### src/atc_map.svh
// Register offsets, field positions and reset values of the aperture
// translation control block. Assumes byte addresses in configuration space.
`ifndef ATC_MAP_SVH
`define ATC_MAP_SVH

// Configuration space offsets
`define ATC_OFS_PORT_STATUS  8'hA8
`define ATC_OFS_AP_BASE      8'h10
`define ATC_OFS_CTRL         8'hB0
`define ATC_OFS_APERTURE_SIZE_SELECT       8'hB4

// Field positions
`define ATC_BIT_TLB_EN       7
`define ATC_BIT_OVERRIDE     0
`define ATC_BIT_APERTURE_SIZE_BIT       3
`define ATC_BIT_BASE25       25
`define ATC_BIT_RATE_TOP     2

// Reset values
`define ATC_RST_CTRL         32'h0000_0000
`define ATC_RST_APERTURE_SIZE_SELECT       8'h00
`define ATC_RST_RATE         3'h0
`define ATC_RST_BASE25       1'b0

`endif

### src/atc_pkg.sv
// Types shared by the aperture translation control block.
// Assumes the offsets and reset values of atc_map.svh.
package atc_pkg;

  // One configuration space access
  typedef struct packed {
    logic        valid;  // Access strobe
    logic        write;  // 1 = write, 0 = read
    logic [7:0]  addr;   // Dword aligned byte address
    logic [3:0]  be;     // Byte enables
    logic [31:0] wdata;  // Write data
  } atc_cfg_type;

  // Lookup engine states
  typedef enum logic [1:0] {
    ATC_IDLE,
    ATC_HIT,
    ATC_FETCH,
    ATC_DONE
  } atc_state_type;

endpackage

### src/atc_tlb_mem.sv
// Entry store of the translation lookaside buffer: one write port and one
// read port whose data leave through a register. Assumes a single clock.
module atc_tlb_mem
  import atc_pkg::*;
#(
  parameter int ENTRIES = 4,
  parameter int WIDTH   = 33
)
(
  // Clock
  input  wire logic                       clk_i,
  // Write port
  input  wire logic                       we_i,
  input  wire logic [$clog2(ENTRIES)-1:0] waddr_i,
  input  wire logic [WIDTH-1:0]           wdata_i,
  // Read port, data one cycle after the address
  input  wire logic [$clog2(ENTRIES)-1:0] raddr_i,
  output logic      [WIDTH-1:0]           rdata_o
);

  // Storage array
  logic [WIDTH-1:0] mem_r [ENTRIES];

  // Write and registered read
  always_ff @(posedge clk_i)
  begin
    if (we_i)
    begin
      mem_r[waddr_i] <= wdata_i;
    end
    rdata_o <= mem_r[raddr_i];
  end

endmodule // atc_tlb_mem

### src/atc_top.sv
// Aperture translation control: configuration registers, translation
// buffer enable and flush, write buffer flush, fast rate override and
// aperture size gating. Assumes a memory side that answers table fetches.
`include "atc_map.svh"

// Operation
// - Enable low clears every buffer valid flag
// - Disabled: always fetch, never store entries
// - Enabled: look up and cache translations
// - Invalid fetched entry still replaces LRU entry
// - Any enable bit write flushes write buffer
// - Enable change mid access stays safe
// - Override hides top rate bit on reads
// - Size bit 0: base bit 25 is zero
// - Size bit 1: base bit 25 read/write
// - Aperture size register resets to zero
// - Control register resets to all zeros
// - Override set: top rate bit not written
module atc_top
  import atc_pkg::*;
#(
  parameter int ENTRIES = 4,   // Buffer entries, power of two
  parameter int TAG_W   = 20,  // Aperture page number width
  parameter int DATA_W  = 32   // Translated entry width
)
(
  // Clock and reset
  input  wire logic              clk_i,
  input  wire logic              rst_n_i,
  // Configuration space access
  input  atc_cfg_type            cfg_i,
  output logic      [31:0]       cfg_rdata_o,
  // Translation requests
  input  wire logic              lk_valid_i,
  input  wire logic [TAG_W-1:0]  lk_page_i,
  output logic                   lk_ready_o,
  output logic                   rsp_valid_o,
  output logic      [DATA_W-1:0] rsp_data_o,
  output logic                   rsp_entry_ok_o,
  // Table fetches from main memory
  output logic                   fetch_req_o,
  output logic      [TAG_W-1:0]  fetch_page_o,
  input  wire logic              fetch_ack_i,
  input  wire logic [DATA_W-1:0] fetch_data_i,
  input  wire logic              fetch_entry_ok_i,
  // Control outputs to the rest of the hub
  output logic                   gwb_flush_o,
  output logic                   tlb_enable_o,
  output logic                   fast_rate_override_o,
  output logic      [2:0]        data_rate_o,
  output logic                   ap_base_b25_o
);

  localparam int IW = $clog2(ENTRIES);
  localparam int MW = DATA_W + 1;
  // Reset words, so single bits are picked by position, not by shift
  localparam logic [31:0] RST_CTRL = `ATC_RST_CTRL;
  localparam logic [7:0]  RST_SIZE = `ATC_RST_APERTURE_SIZE_SELECT;

  // Elaboration check on the buffer shape
  if (ENTRIES < 2 || (1 << IW) != ENTRIES || TAG_W < 1 || DATA_W < 1)
  begin : g_bad_param
    $error("atc_top: ENTRIES must be a power of two of at least 2");
  end

  // Byte lane merge of a write into a 32 bit word
  function automatic logic [31:0] lane_merge(input logic [31:0] old_v,
                                             input logic [31:0] new_v,
                                             input logic [3:0]  be);
    logic [31:0] res;
    res = old_v;
    for (int b = 0; b < 4; b++)
    begin
      if (be[b])
      begin
        res[8*b +: 8] = new_v[8*b +: 8];
      end
    end
    return res;
  endfunction

  // Register state
  logic        tlb_en_r, tlb_en_nxt;      // Translation buffer enable
  logic        ovr_r, ovr_nxt;            // Fast rate override
  logic        aperture_size_bit_r, aperture_size_bit_nxt;      // Aperture size bit
  logic [2:0]  rate_r, rate_nxt;          // Data rate field
  logic        b25_r, b25_nxt;            // Aperture base bit 25
  logic        flush_r, flush_nxt;        // Write buffer flush pulse
  logic [31:0] rdata_r, rdata_nxt;        // Read data
  logic [31:0] ctrl_v, size_v, rate_v, base_v; // Read views
  logic [31:0] wr_v;                      // Merged write value
  logic        wr_en;                     // Register write strobe

  // Read views of each register
  always_comb
  begin
    ctrl_v = '0;
    size_v = '0;
    rate_v = '0;
    base_v = '0;
    ctrl_v[`ATC_BIT_TLB_EN]   = tlb_en_r;
    ctrl_v[`ATC_BIT_OVERRIDE] = ovr_r;
    size_v[`ATC_BIT_APERTURE_SIZE_BIT]   = aperture_size_bit_r;
    rate_v[2:0]               = rate_r;
    if (ovr_r)
    begin
      rate_v[`ATC_BIT_RATE_TOP] = 1'b0;
    end
    base_v[`ATC_BIT_BASE25]   = b25_r & aperture_size_bit_r;
  end

  // Next values of the configuration registers
  always_comb
  begin
    tlb_en_nxt = tlb_en_r;
    ovr_nxt    = ovr_r;
    aperture_size_bit_nxt = aperture_size_bit_r;
    rate_nxt   = rate_r;
    b25_nxt    = b25_r;
    flush_nxt  = 1'b0;
    rdata_nxt  = rdata_r;
    wr_en      = cfg_i.valid & cfg_i.write;
    wr_v       = '0;
    if (cfg_i.valid)
    begin
      case (cfg_i.addr)
        `ATC_OFS_CTRL:
        begin
          wr_v = lane_merge(ctrl_v, cfg_i.wdata, cfg_i.be);
          if (wr_en)
          begin
            tlb_en_nxt = wr_v[`ATC_BIT_TLB_EN];
            ovr_nxt    = wr_v[`ATC_BIT_OVERRIDE];
            flush_nxt  = cfg_i.be[`ATC_BIT_TLB_EN / 8];
          end
          rdata_nxt = ctrl_v;
        end
        `ATC_OFS_APERTURE_SIZE_SELECT:
        begin
          wr_v = lane_merge(size_v, cfg_i.wdata, cfg_i.be);
          if (wr_en)
          begin
            aperture_size_bit_nxt = wr_v[`ATC_BIT_APERTURE_SIZE_BIT];
          end
          rdata_nxt = size_v;
        end
        `ATC_OFS_PORT_STATUS:
        begin
          wr_v = lane_merge({29'h0, rate_r}, cfg_i.wdata, cfg_i.be);
          if (wr_en)
          begin
            rate_nxt[1:0] = wr_v[1:0];
            if (!ovr_r)
            begin
              rate_nxt[`ATC_BIT_RATE_TOP] = wr_v[`ATC_BIT_RATE_TOP];
            end
          end
          rdata_nxt = rate_v;
        end
        `ATC_OFS_AP_BASE:
        begin
          wr_v = lane_merge(base_v, cfg_i.wdata, cfg_i.be);
          if (wr_en && aperture_size_bit_r)
          begin
            b25_nxt = wr_v[`ATC_BIT_BASE25];
          end
          rdata_nxt = base_v;
        end
        // Unmapped offsets read zero
        default:
        begin
          rdata_nxt = '0;
        end
      endcase
    end
    if (!aperture_size_bit_nxt)
    begin
      b25_nxt = 1'b0;
    end
  end

  // Configuration registers
  always_ff @(posedge clk_i)
  begin
    if (!rst_n_i)
    begin
      tlb_en_r <= RST_CTRL[`ATC_BIT_TLB_EN];
      ovr_r    <= RST_CTRL[`ATC_BIT_OVERRIDE];
      aperture_size_bit_r <= RST_SIZE[`ATC_BIT_APERTURE_SIZE_BIT];
      rate_r   <= `ATC_RST_RATE;
      b25_r    <= `ATC_RST_BASE25;
      flush_r  <= 1'b0;
      rdata_r  <= '0;
    end
    else
    begin
      tlb_en_r <= tlb_en_nxt;
      ovr_r    <= ovr_nxt;
      aperture_size_bit_r <= aperture_size_bit_nxt;
      rate_r   <= rate_nxt;
      b25_r    <= b25_nxt;
      flush_r  <= flush_nxt;
      rdata_r  <= rdata_nxt;
    end
  end

  // Lookup engine state
  atc_state_type            st_r, st_nxt;       // Engine state
  logic [ENTRIES-1:0]       vld_r, vld_nxt;     // Entry valid flags
  logic [TAG_W-1:0]         tag_r [ENTRIES];    // Entry page tags
  logic [TAG_W-1:0]         tag_nxt [ENTRIES];
  logic [IW-1:0]            age_r [ENTRIES];    // Use order, max = oldest
  logic [IW-1:0]            age_nxt [ENTRIES];
  logic [TAG_W-1:0]         page_r, page_nxt;   // Page being served
  logic [DATA_W-1:0]        dat_r, dat_nxt;     // Answer data
  logic                     ok_r, ok_nxt;       // Answer entry valid
  logic                     hit;                // Lookup hit
  logic [IW-1:0]            hit_idx, vic_idx;   // Hit and victim slots
  logic                     mem_we;             // Store fetched entry
  logic [MW-1:0]            mem_rdata;          // Stored entry

  // Tag compare and victim choice
  always_comb
  begin
    hit     = 1'b0;
    hit_idx = '0;
    vic_idx = '0;
    for (int i = 0; i < ENTRIES; i++)
    begin
      if (tlb_en_r && vld_r[i] && tag_r[i] == lk_page_i)
      begin
        hit     = 1'b1;
        hit_idx = IW'(i);
      end
      if (age_r[i] == IW'(ENTRIES - 1))
      begin
        vic_idx = IW'(i);
      end
    end
  end

  // Entry store
  atc_tlb_mem #(
    .ENTRIES (ENTRIES),
    .WIDTH   (MW)
  ) u_mem (
    .clk_i   (clk_i),
    .we_i    (mem_we),
    .waddr_i (vic_idx),
    .wdata_i ({fetch_entry_ok_i, fetch_data_i}),
    .raddr_i (hit_idx),
    .rdata_o (mem_rdata)
  );

  // Next values of the lookup engine
  always_comb
  begin
    st_nxt   = st_r;
    vld_nxt  = vld_r;
    tag_nxt  = tag_r;
    age_nxt  = age_r;
    page_nxt = page_r;
    dat_nxt  = dat_r;
    ok_nxt   = ok_r;
    mem_we   = 1'b0;
    case (st_r)
      ATC_IDLE:
      begin
        if (lk_valid_i)
        begin
          page_nxt = lk_page_i;
          st_nxt   = hit ? ATC_HIT : ATC_FETCH;
          if (hit)
          begin
            for (int i = 0; i < ENTRIES; i++)
            begin
              if (age_r[i] < age_r[hit_idx])
              begin
                age_nxt[i] = age_r[i] + IW'(1);
              end
            end
            age_nxt[hit_idx] = '0;
          end
        end
      end
      ATC_HIT:
      begin
        dat_nxt = mem_rdata[DATA_W-1:0];
        ok_nxt  = mem_rdata[DATA_W];
        st_nxt  = ATC_DONE;
      end
      ATC_FETCH:
      begin
        if (fetch_ack_i)
        begin
          dat_nxt = fetch_data_i;
          ok_nxt  = fetch_entry_ok_i;
          st_nxt  = ATC_DONE;
          if (tlb_en_r)
          begin
            mem_we            = 1'b1;
            vld_nxt[vic_idx]  = 1'b1;
            tag_nxt[vic_idx]  = page_r;
            for (int i = 0; i < ENTRIES; i++)
            begin
              age_nxt[i] = age_r[i] + IW'(1);
            end
            age_nxt[vic_idx]  = '0;
          end
        end
      end
      ATC_DONE:
      begin
        st_nxt = ATC_IDLE;
      end
      default:
      begin
        st_nxt = ATC_IDLE;
      end
    endcase
    if (!tlb_en_r)
    begin
      vld_nxt = '0;
    end
  end

  // Lookup engine registers
  always_ff @(posedge clk_i)
  begin
    if (!rst_n_i)
    begin
      st_r   <= ATC_IDLE;
      vld_r  <= '0;
      page_r <= '0;
      dat_r  <= '0;
      ok_r   <= 1'b0;
      for (int i = 0; i < ENTRIES; i++)
      begin
        tag_r[i] <= '0;
        age_r[i] <= IW'(i);
      end
    end
    else
    begin
      st_r   <= st_nxt;
      vld_r  <= vld_nxt;
      page_r <= page_nxt;
      dat_r  <= dat_nxt;
      ok_r   <= ok_nxt;
      tag_r  <= tag_nxt;
      age_r  <= age_nxt;
    end
  end

  // Outputs
  assign cfg_rdata_o          = rdata_r;
  assign lk_ready_o           = (st_r == ATC_IDLE);
  assign rsp_valid_o          = (st_r == ATC_DONE);
  assign rsp_data_o           = dat_r;
  assign rsp_entry_ok_o       = ok_r;
  assign fetch_req_o          = (st_r == ATC_FETCH);
  assign fetch_page_o         = page_r;
  assign gwb_flush_o          = flush_r;
  assign tlb_enable_o         = tlb_en_r;
  assign fast_rate_override_o = ovr_r;
  assign data_rate_o          = rate_r;
  assign ap_base_b25_o        = b25_r & aperture_size_bit_r;

endmodule // atc_top

### config.mk
export PLATFORM = sky130hd
export DESIGN_NAME = atc_top
export DESIGN_NICKNAME = d
export VERILOG_FILES = /design/src/atc_pkg.sv /design/src/atc_tlb_mem.sv /design/src/atc_top.sv
export VERILOG_INCLUDE_DIRS = /design/src
export SDC_FILE = /design/constraint.sdc
export NUM_CORES = 1
export LEC_CHECK = 0
export BUFFER_PORTS_ARGS = -buffer_cell sky130_fd_sc_hd__buf_2
export CAP_MARGIN = 0
export CORE_ASPECT_RATIO = 1.75
export CORE_MARGIN = 2
export CORE_UTILIZATION = 27
export CTS_CLUSTER_DIAMETER = 100
export DETAILED_ROUTE_END_ITERATION = 8
export GPL_TIMING_DRIVEN = 0
export PLACE_DENSITY = 0.45
export SETUP_SLACK_MARGIN = 0.5
export SLEW_MARGIN = 20
export SYNTH_ARGS = -nofsm -noshare
export SYNTH_HDL_FRONTEND = slang
export SYNTH_SLANG_ARGS = --single-unit
### constraint.sdc
create_clock -name clk_i -period 9 [get_ports clk_i]
set_input_delay 0.9 -clock clk_i [delete_from_list [all_inputs] [get_ports clk_i]]
set_output_delay 0.9 -clock clk_i [all_outputs]
set_load 0.02 [all_outputs]
## After elaboration in Yosys (flattened, before gate mapping)

Memories as Yosys holds them, arrays and structs flattened. A register that Yosys moved wholly into a read port is not among the register bits.
Cells that the tools add are included.
Widths: inputs -> output; s select.

| word-level totals | value |
|---|---|
| memory bits (read-only) | 0 |
| memories kept | 1 |
| bits in registers | 187 |
| RAM bits | 132 |
| output and inout bits | 95 |
| input bits | 103 |
| logic and storage cells | 155 |
| bits in latches | 0 |

Memory list:

| memory | depth | width | rd ports | clocked after Yosys merged registers in | wr ports | line | RTL |
|---|---|---|---|---|---|---|---|
| u_mem.mem_r | 4 | 33 | 1 | 1 | 1 | atc_tlb_mem.sv:22 | `logic [WIDTH-1:0] mem_r [ENTRIES];` |

| operators by class | value |
|---|---|
| shifts and indexed selects | 0 |
| div/mod/pow operators | 0 |
| $lt $le $gt $ge | 10 |
| add/subtract/negate cells | 4 |
| eq/ne operators | 18 |
| muxes and demuxes | 63 |
| reductions and logical operators | 28 |
| multipliers | 0 |
| bitwise operators | 10 |

Operators by type and width:

| operator | count |
|---|---|
| $pmux 26 s4 | 1 |
| $bwmux 80 | 1 |
| $eq 20x20->1 | 4 |
| $pmux 32 s2 | 1 |
| $mux 2 | 28 |
| $demux 20 s2 | 1 |
| $mux 32 | 1 |
| $mux 8 | 4 |
| $eq 8x8->1 const B | 3 |
| $mux 20 | 1 |
| $mux 1 | 17 |
| $and 8x8->8 | 2 |
| $not 8->8 | 2 |
| $pmux 8 s2 | 1 |
| $logic_and 1x1->1 | 12 |
| $reduce_and 2->1 | 6 |
| $reduce_and 4->1 | 3 |
| $eq 2x2->1 const B | 5 |
| $reduce_and 5->1 | 2 |
| $add 2x1->2 const B | 4 |
| $demux 2 s2 | 2 |
| $eq 8x5->1 const B | 1 |
| $lt 2x2->1 | 4 |
| $pmux 2 s4 | 1 |
| 18 further kinds | 26 |

## Longest topological paths before layout

| depth | value |
|---|---|
| depth after elaboration | 18 |
| mapped depth | 11 |
| mapped depth without buffers | 8 |

## By module

From an unflattened synthesis, not the netlist that was laid out.

| second synthesis, totals | value |
|---|---|
| cells, all modules | 1189 |
| area total of the unflattened synthesis | 13435.4 sq um |

By module, submodules not included:

| module | instances | area each (sq um) | cells an instance |
|---|---|---|---|
| atc_top | 1 | 7935.1 | 979 |
| atc_tlb_mem | 1 | 5500.3 | 210 |

## Worst setup path after synthesis

No wires, ideal clock.

| timing path | value |
|---|---|
| path kind | input-to-reg |
| start | input lk_page_i[7] |
| end | register age_r[2] (netlist name) |
| stages | 10 |
| path slack | 5836 ps |
| library setup time | 77 ps |
| arrival time | 3088 ps |
| data required time | 8923 ps |
| path buffers | 2 |
| cells stage by stage | buf_4 xnor2_2 nand4_1 or4_4 nor2_4 o41ai_2 or2_1 buf_2 or3_1 a41oi_2 |

| between the ends | value |
|---|---|
| longest elaborated chain between the ends | 18 |
| elaborated cells on any way between the ends | 36 |
| classes of those cells | order compare (3); eq/ne (5); mux (19); bitwise (3); reduce/logical (6) |

Ends and longest elaborated chain:

| element | line | RTL |
|---|---|---|
| start: declaration | atc_top.sv:35 | `input wire logic [TAG_W-1:0] lk_page_i,` |
| $eq 20x20->1 | atc_top.sv:230 | `if (tlb_en_r && vld_r[i] && tag_r[i] == lk_page_i)` |
| $logic_and 1x1->1 | atc_top.sv:230 |  |
| $mux 1 | atc_top.sv:230 |  |
| $mux 2 (2 in series) | atc_top.sv:230 |  |
| $not 2->3 (not written as such) | atc_top.sv:277, atc_top.sv:282 |  |
| $bmux 2 s2 | atc_top.sv:277 | `if (age_r[i] < age_r[hit_idx])` |
| $mux 2 (not written as such) (2 in series) | atc_top.sv:277 |  |
| $lt 2x2->1 | atc_top.sv:277 |  |
| $mux 2 | atc_top.sv:277 |  |
| $mux 2 | atc_top.sv:273 | `if (hit)` |
| $mux 2 | atc_top.sv:269 | `if (lk_valid_i)` |
| $mux 2 | atc_top.sv:266 | `case (st_r)` |
| $and 8x8->8 (no source line) | n/a |  |
| $mux 8 | atc_top.sv:273 |  |
| $mux 8 | atc_top.sv:269 |  |
| $pmux 8 s2 | atc_top.sv:266 |  |
| end signal: indexed assignment | atc_top.sv:340 | `age_r[i] <= IW'(i);` |
| end signal: assignment | atc_top.sv:351 | `age_r <= age_nxt;` |
| end: declaration | atc_top.sv:212 | `logic [IW-1:0] age_r [ENTRIES];` |

Several ways; a longest one is shown, not always the timed one. The select of a mux whose other input is x is not followed.
A chain may end at the register's enable or synchronous reset.

## Final worst setup path

| timing path | value |
|---|---|
| start | input lk_page_i[12] |
| end | register age_r[2] (netlist name) |

The elaborated chain is that of the path after synthesis.

==> out/metrics.csv <==
stage,metric,value,unit
die,dieArea,0.0520,mm^2
die,rows,108,
synth,syn_area,0.0135,mm^2
clocking,cts_hold_buf,0,
power_and_ir_drop,p_leak,5.94,nW
sta,max_freq,0.269,GHz
global_route,grt_overflow_total,0,
synth,ys_types,66,
global_route,grt_pass1_wl,64.9,mm
clocking,clock_sinks,326,
synth,syn_avg_cell_area,10.0,um^2
clocking,cts_tree,done,
global_route,grt_max_degree,34,
global_route,antenna_found_initial,2,
power_and_ir_drop,worst_ir_drop_vdd,0.142,mV
die,start_util,27.3,%
placement,placed_area,0.0152,mm^2
hold_path,hold_path_class,reg -> reg,
drt,wl_per_cell,19.7,um
clocking,clock_path_buffers,3,
die,die_w,173,um
drt,first_pass_iters,7,
job,maxCapViolCount,0,
placement,port_buffers,123,
placement,place_congestion,0.830,
sta,rsz0062_at_grt,false,
layout,drive_gt1_share,15.2,%
clocking,clk_latency,0.54,ns
placement,pre_cts_ws,4.68,ns
die,core,0.0496,mm^2
sta,fin_ws,5.29,ns
global_route,grt_pass1_vias,10300,
drt,antenna_left,0,
sta,slew-limit-headroom,39.8,%
setup_path,regToRegSetupSlack,5.64,ns
setup_path,startpoint_type,input pin,
sta,setup_viol,0,
sta,fin_skew,0.0184,ns
die,ios,198,
sta,worst_slew_pin_slew,0.903,ns
synth,seq_area_frac_synth,58.0,%
clocking,htree_num_levels,2,
drt,drc,0,
clocking,cts_made_buffers,34,
drt,drtIter0Drc,595,
sta,fin_crit_sh,41.3,%
layout,diodes,0,
drt,routed_wirelength,43.7,mm
synth,syn_inst,1352,
synth,async_flop_share,0,%
placement,dp_cells,2164,
layout,postLayoutCellArea,0.0163,mm^2
die,die_y,300,um
status,outcome,finished clean,
clocking,cts_root_buf,clkbuf_16,
setup_path,arrival,4.16,ns
placement,dp_hpwl,32.1,mm
power_and_ir_drop,p_per_area,250,mW/mm^2
setup_path,critPathRequiredTime,9.44,ns
synth,ys_ff_latch,326,
sta,finalCriticalPeriod,3.71,ns
sta,hold_viol_final,0,
drt,viasPerCell,4.66,
clocking,cts_resized,0,
layout,final_net_count,1649,
layout,area_growth,20.7,%
clocking,post-cts-setup-buffer-count,0,
synth,dominantRegCellSynth,dfxtp_1,
clocking,path_clk_slew,0.06,ns
synth,synth_edf_count,132,
setup_path,crit_type,in -> reg,
sta,final.setup.tns,0,ns
drt,vias,10400,
setup_path,setup.worst_path.end_class,flop,
synth,yosys_warnings,0,
global_route,track_usage,16.6,%
sta,drv_slew,0,
setup_path,cp_max_fo,10,
layout,finalNonFillerCells,2226,
==> power breakdown <==
| part | internal [mW] | switching [mW] |
|---|---|---|
| registers | 1.62 | 0.0796 |
| logic | 0.289 | 0.602 |
| clock network | 0.875 | 0.611 |
| total | 2.78 | 1.29 |
==> area by class of cell <==
cell class                 count  area, um^2
fill                        5166       33300
sequential                   326        7850
multi-input combinational    910        5120
clock buffer                  49         972
tap                          660         826
timing repair buffer         127         696
buffer                       122         597
clock inverter                13         189
inverter                      19        71.3
==> stage by stage <==
step	power (mW)	hold slack, ns	utilization (%)
global placement	2.63	0.415	30.4
floorplan	2.29	0.408	-
detailed placement	2.64	0.415	30.6
CTS	4.14	0.418	32.9
global route	4.27	0.442	32.9
finish	4.07	0.417	32.9
==> cell usage after synthesis, drive strengths merged (4+ instances only) <==
cell / number / area share, %
o31ai: 4 / 0.26
and4: 4 / 0.26
nor3: 12 / 0.44
nand3: 37 / 1.4
nand4: 17 / 0.79
ha: 6 / 0.56
a211oi: 37 / 2.1
inv: 19 / 0.53
nand2b: 6 / 0.28
nand2: 299 / 8.3
nor3b: 8 / 0.44
xor2: 48 / 3.1
xnor2: 32 / 2.5
nor2b: 5 / 0.23
clkbuf: 72 / 2.0
dfxtp: 194 / 29
o211ai: 6 / 0.33
edfxtp: 132 / 29
mux2i: 42 / 3.1
nor4: 14 / 0.65
buf: 50 / 2.3
a221o: 5 / 0.37
and2: 6 / 0.28
nor2: 59 / 1.7
o21ai: 9 / 0.33
a21oi: 174 / 6.4
==> cells by family (layout without fill, tap and decap cells) <==
kind of cell    count (synthesis)  count (layout)  share of synthesized area, %
simple gates                  488             488                          15.9
mux                            42              42                          3.11
flops                         326             326                          58.0
other cells                     1              26                        0.0277
buf+inv                       141             330                          4.82
xor+xnor                       80              80                          5.57
fa+ha+maj                       8               8                         0.703
compound gates                266             266                          11.8
==> final timing paths <==
kind	startpoint	end	cells after the start
max	lk_page_i[12]	age_r[2]$_SDFFE_PN0P_	10
min	u_mem.mem_r[0][27]$_DFFE_PP_	u_mem.rdata_o[27]$_DFF_P_	2
max reg2reg	tlb_enable_o$_SDFFE_PN0P_	age_r[5]$_SDFFE_PN0P_	10
min reg2reg	u_mem.mem_r[0][27]$_DFFE_PP_	u_mem.rdata_o[27]$_DFF_P_	2
==> layout by cell type, fill, tap and decap left out, types with 4 or more instances in the layout <==
cell type and n:
a21oi_1 174, nand4_1 17, bufinv_16 4, clkbuf_16 35, mux2i_1 42, inv_1 18
and2_1 6, nor3b_1 8, edfxtp_1 132, clkinv_2 4, a211oi_1 37, o211ai_1 6
buf_12 4, xor2_1 48, nor4_1 14, buf_2 134, buf_4 29, nand2_1 299
buf_1 10, nor2_1 58, ha_1 6, a221o_1 5, and4_1 4, nor3_1 12
clkbuf_4 5, dfxtp_1 194, nand3_1 37, conb_1 26, xnor2_1 25, nand2b_1 6
clkbuf_1 76, xnor2_2 7, nor2b_1 5, o21ai_0 9, clkbuf_8 4
==> metal layers <==
metal	track usage, %	vias to the layer above	share of wire, %	routed length [um]
li1	-	5038	-	-
met1	16.9	5004	36	16000
met2	33.6	260	57	24800
met3	2.10	71	3.3	1450
met4	6.28	0	3.5	1550
met5	0	-	0	0
==> worst max-delay path, stage by stage <==
cell,delay [ns]
clkbuf_1,0.34
xor2_1,0.13
nor4_1,0.68
nand4_1,0.25
o41ai_1,0.60
o41ai_2,0.23
or2_1,0.27
buf_2,0.19
or3_1,0.38
a41oi_2,0.17
==> flip-flops by register name (all words and copies together) (netlist names), 2 cells and up <==
signal / count
u_mem.rdata_o: 33
tag_r: 80
rsp_data_o: 32
vld_r: 4
u_mem.mem_r: 132
cfg_rdata_o: 6
st_r: 2
data_rate_o: 3
fetch_page_o: 20
age_r: 8
Note: power is estimated with default switching activity, not from simulation.
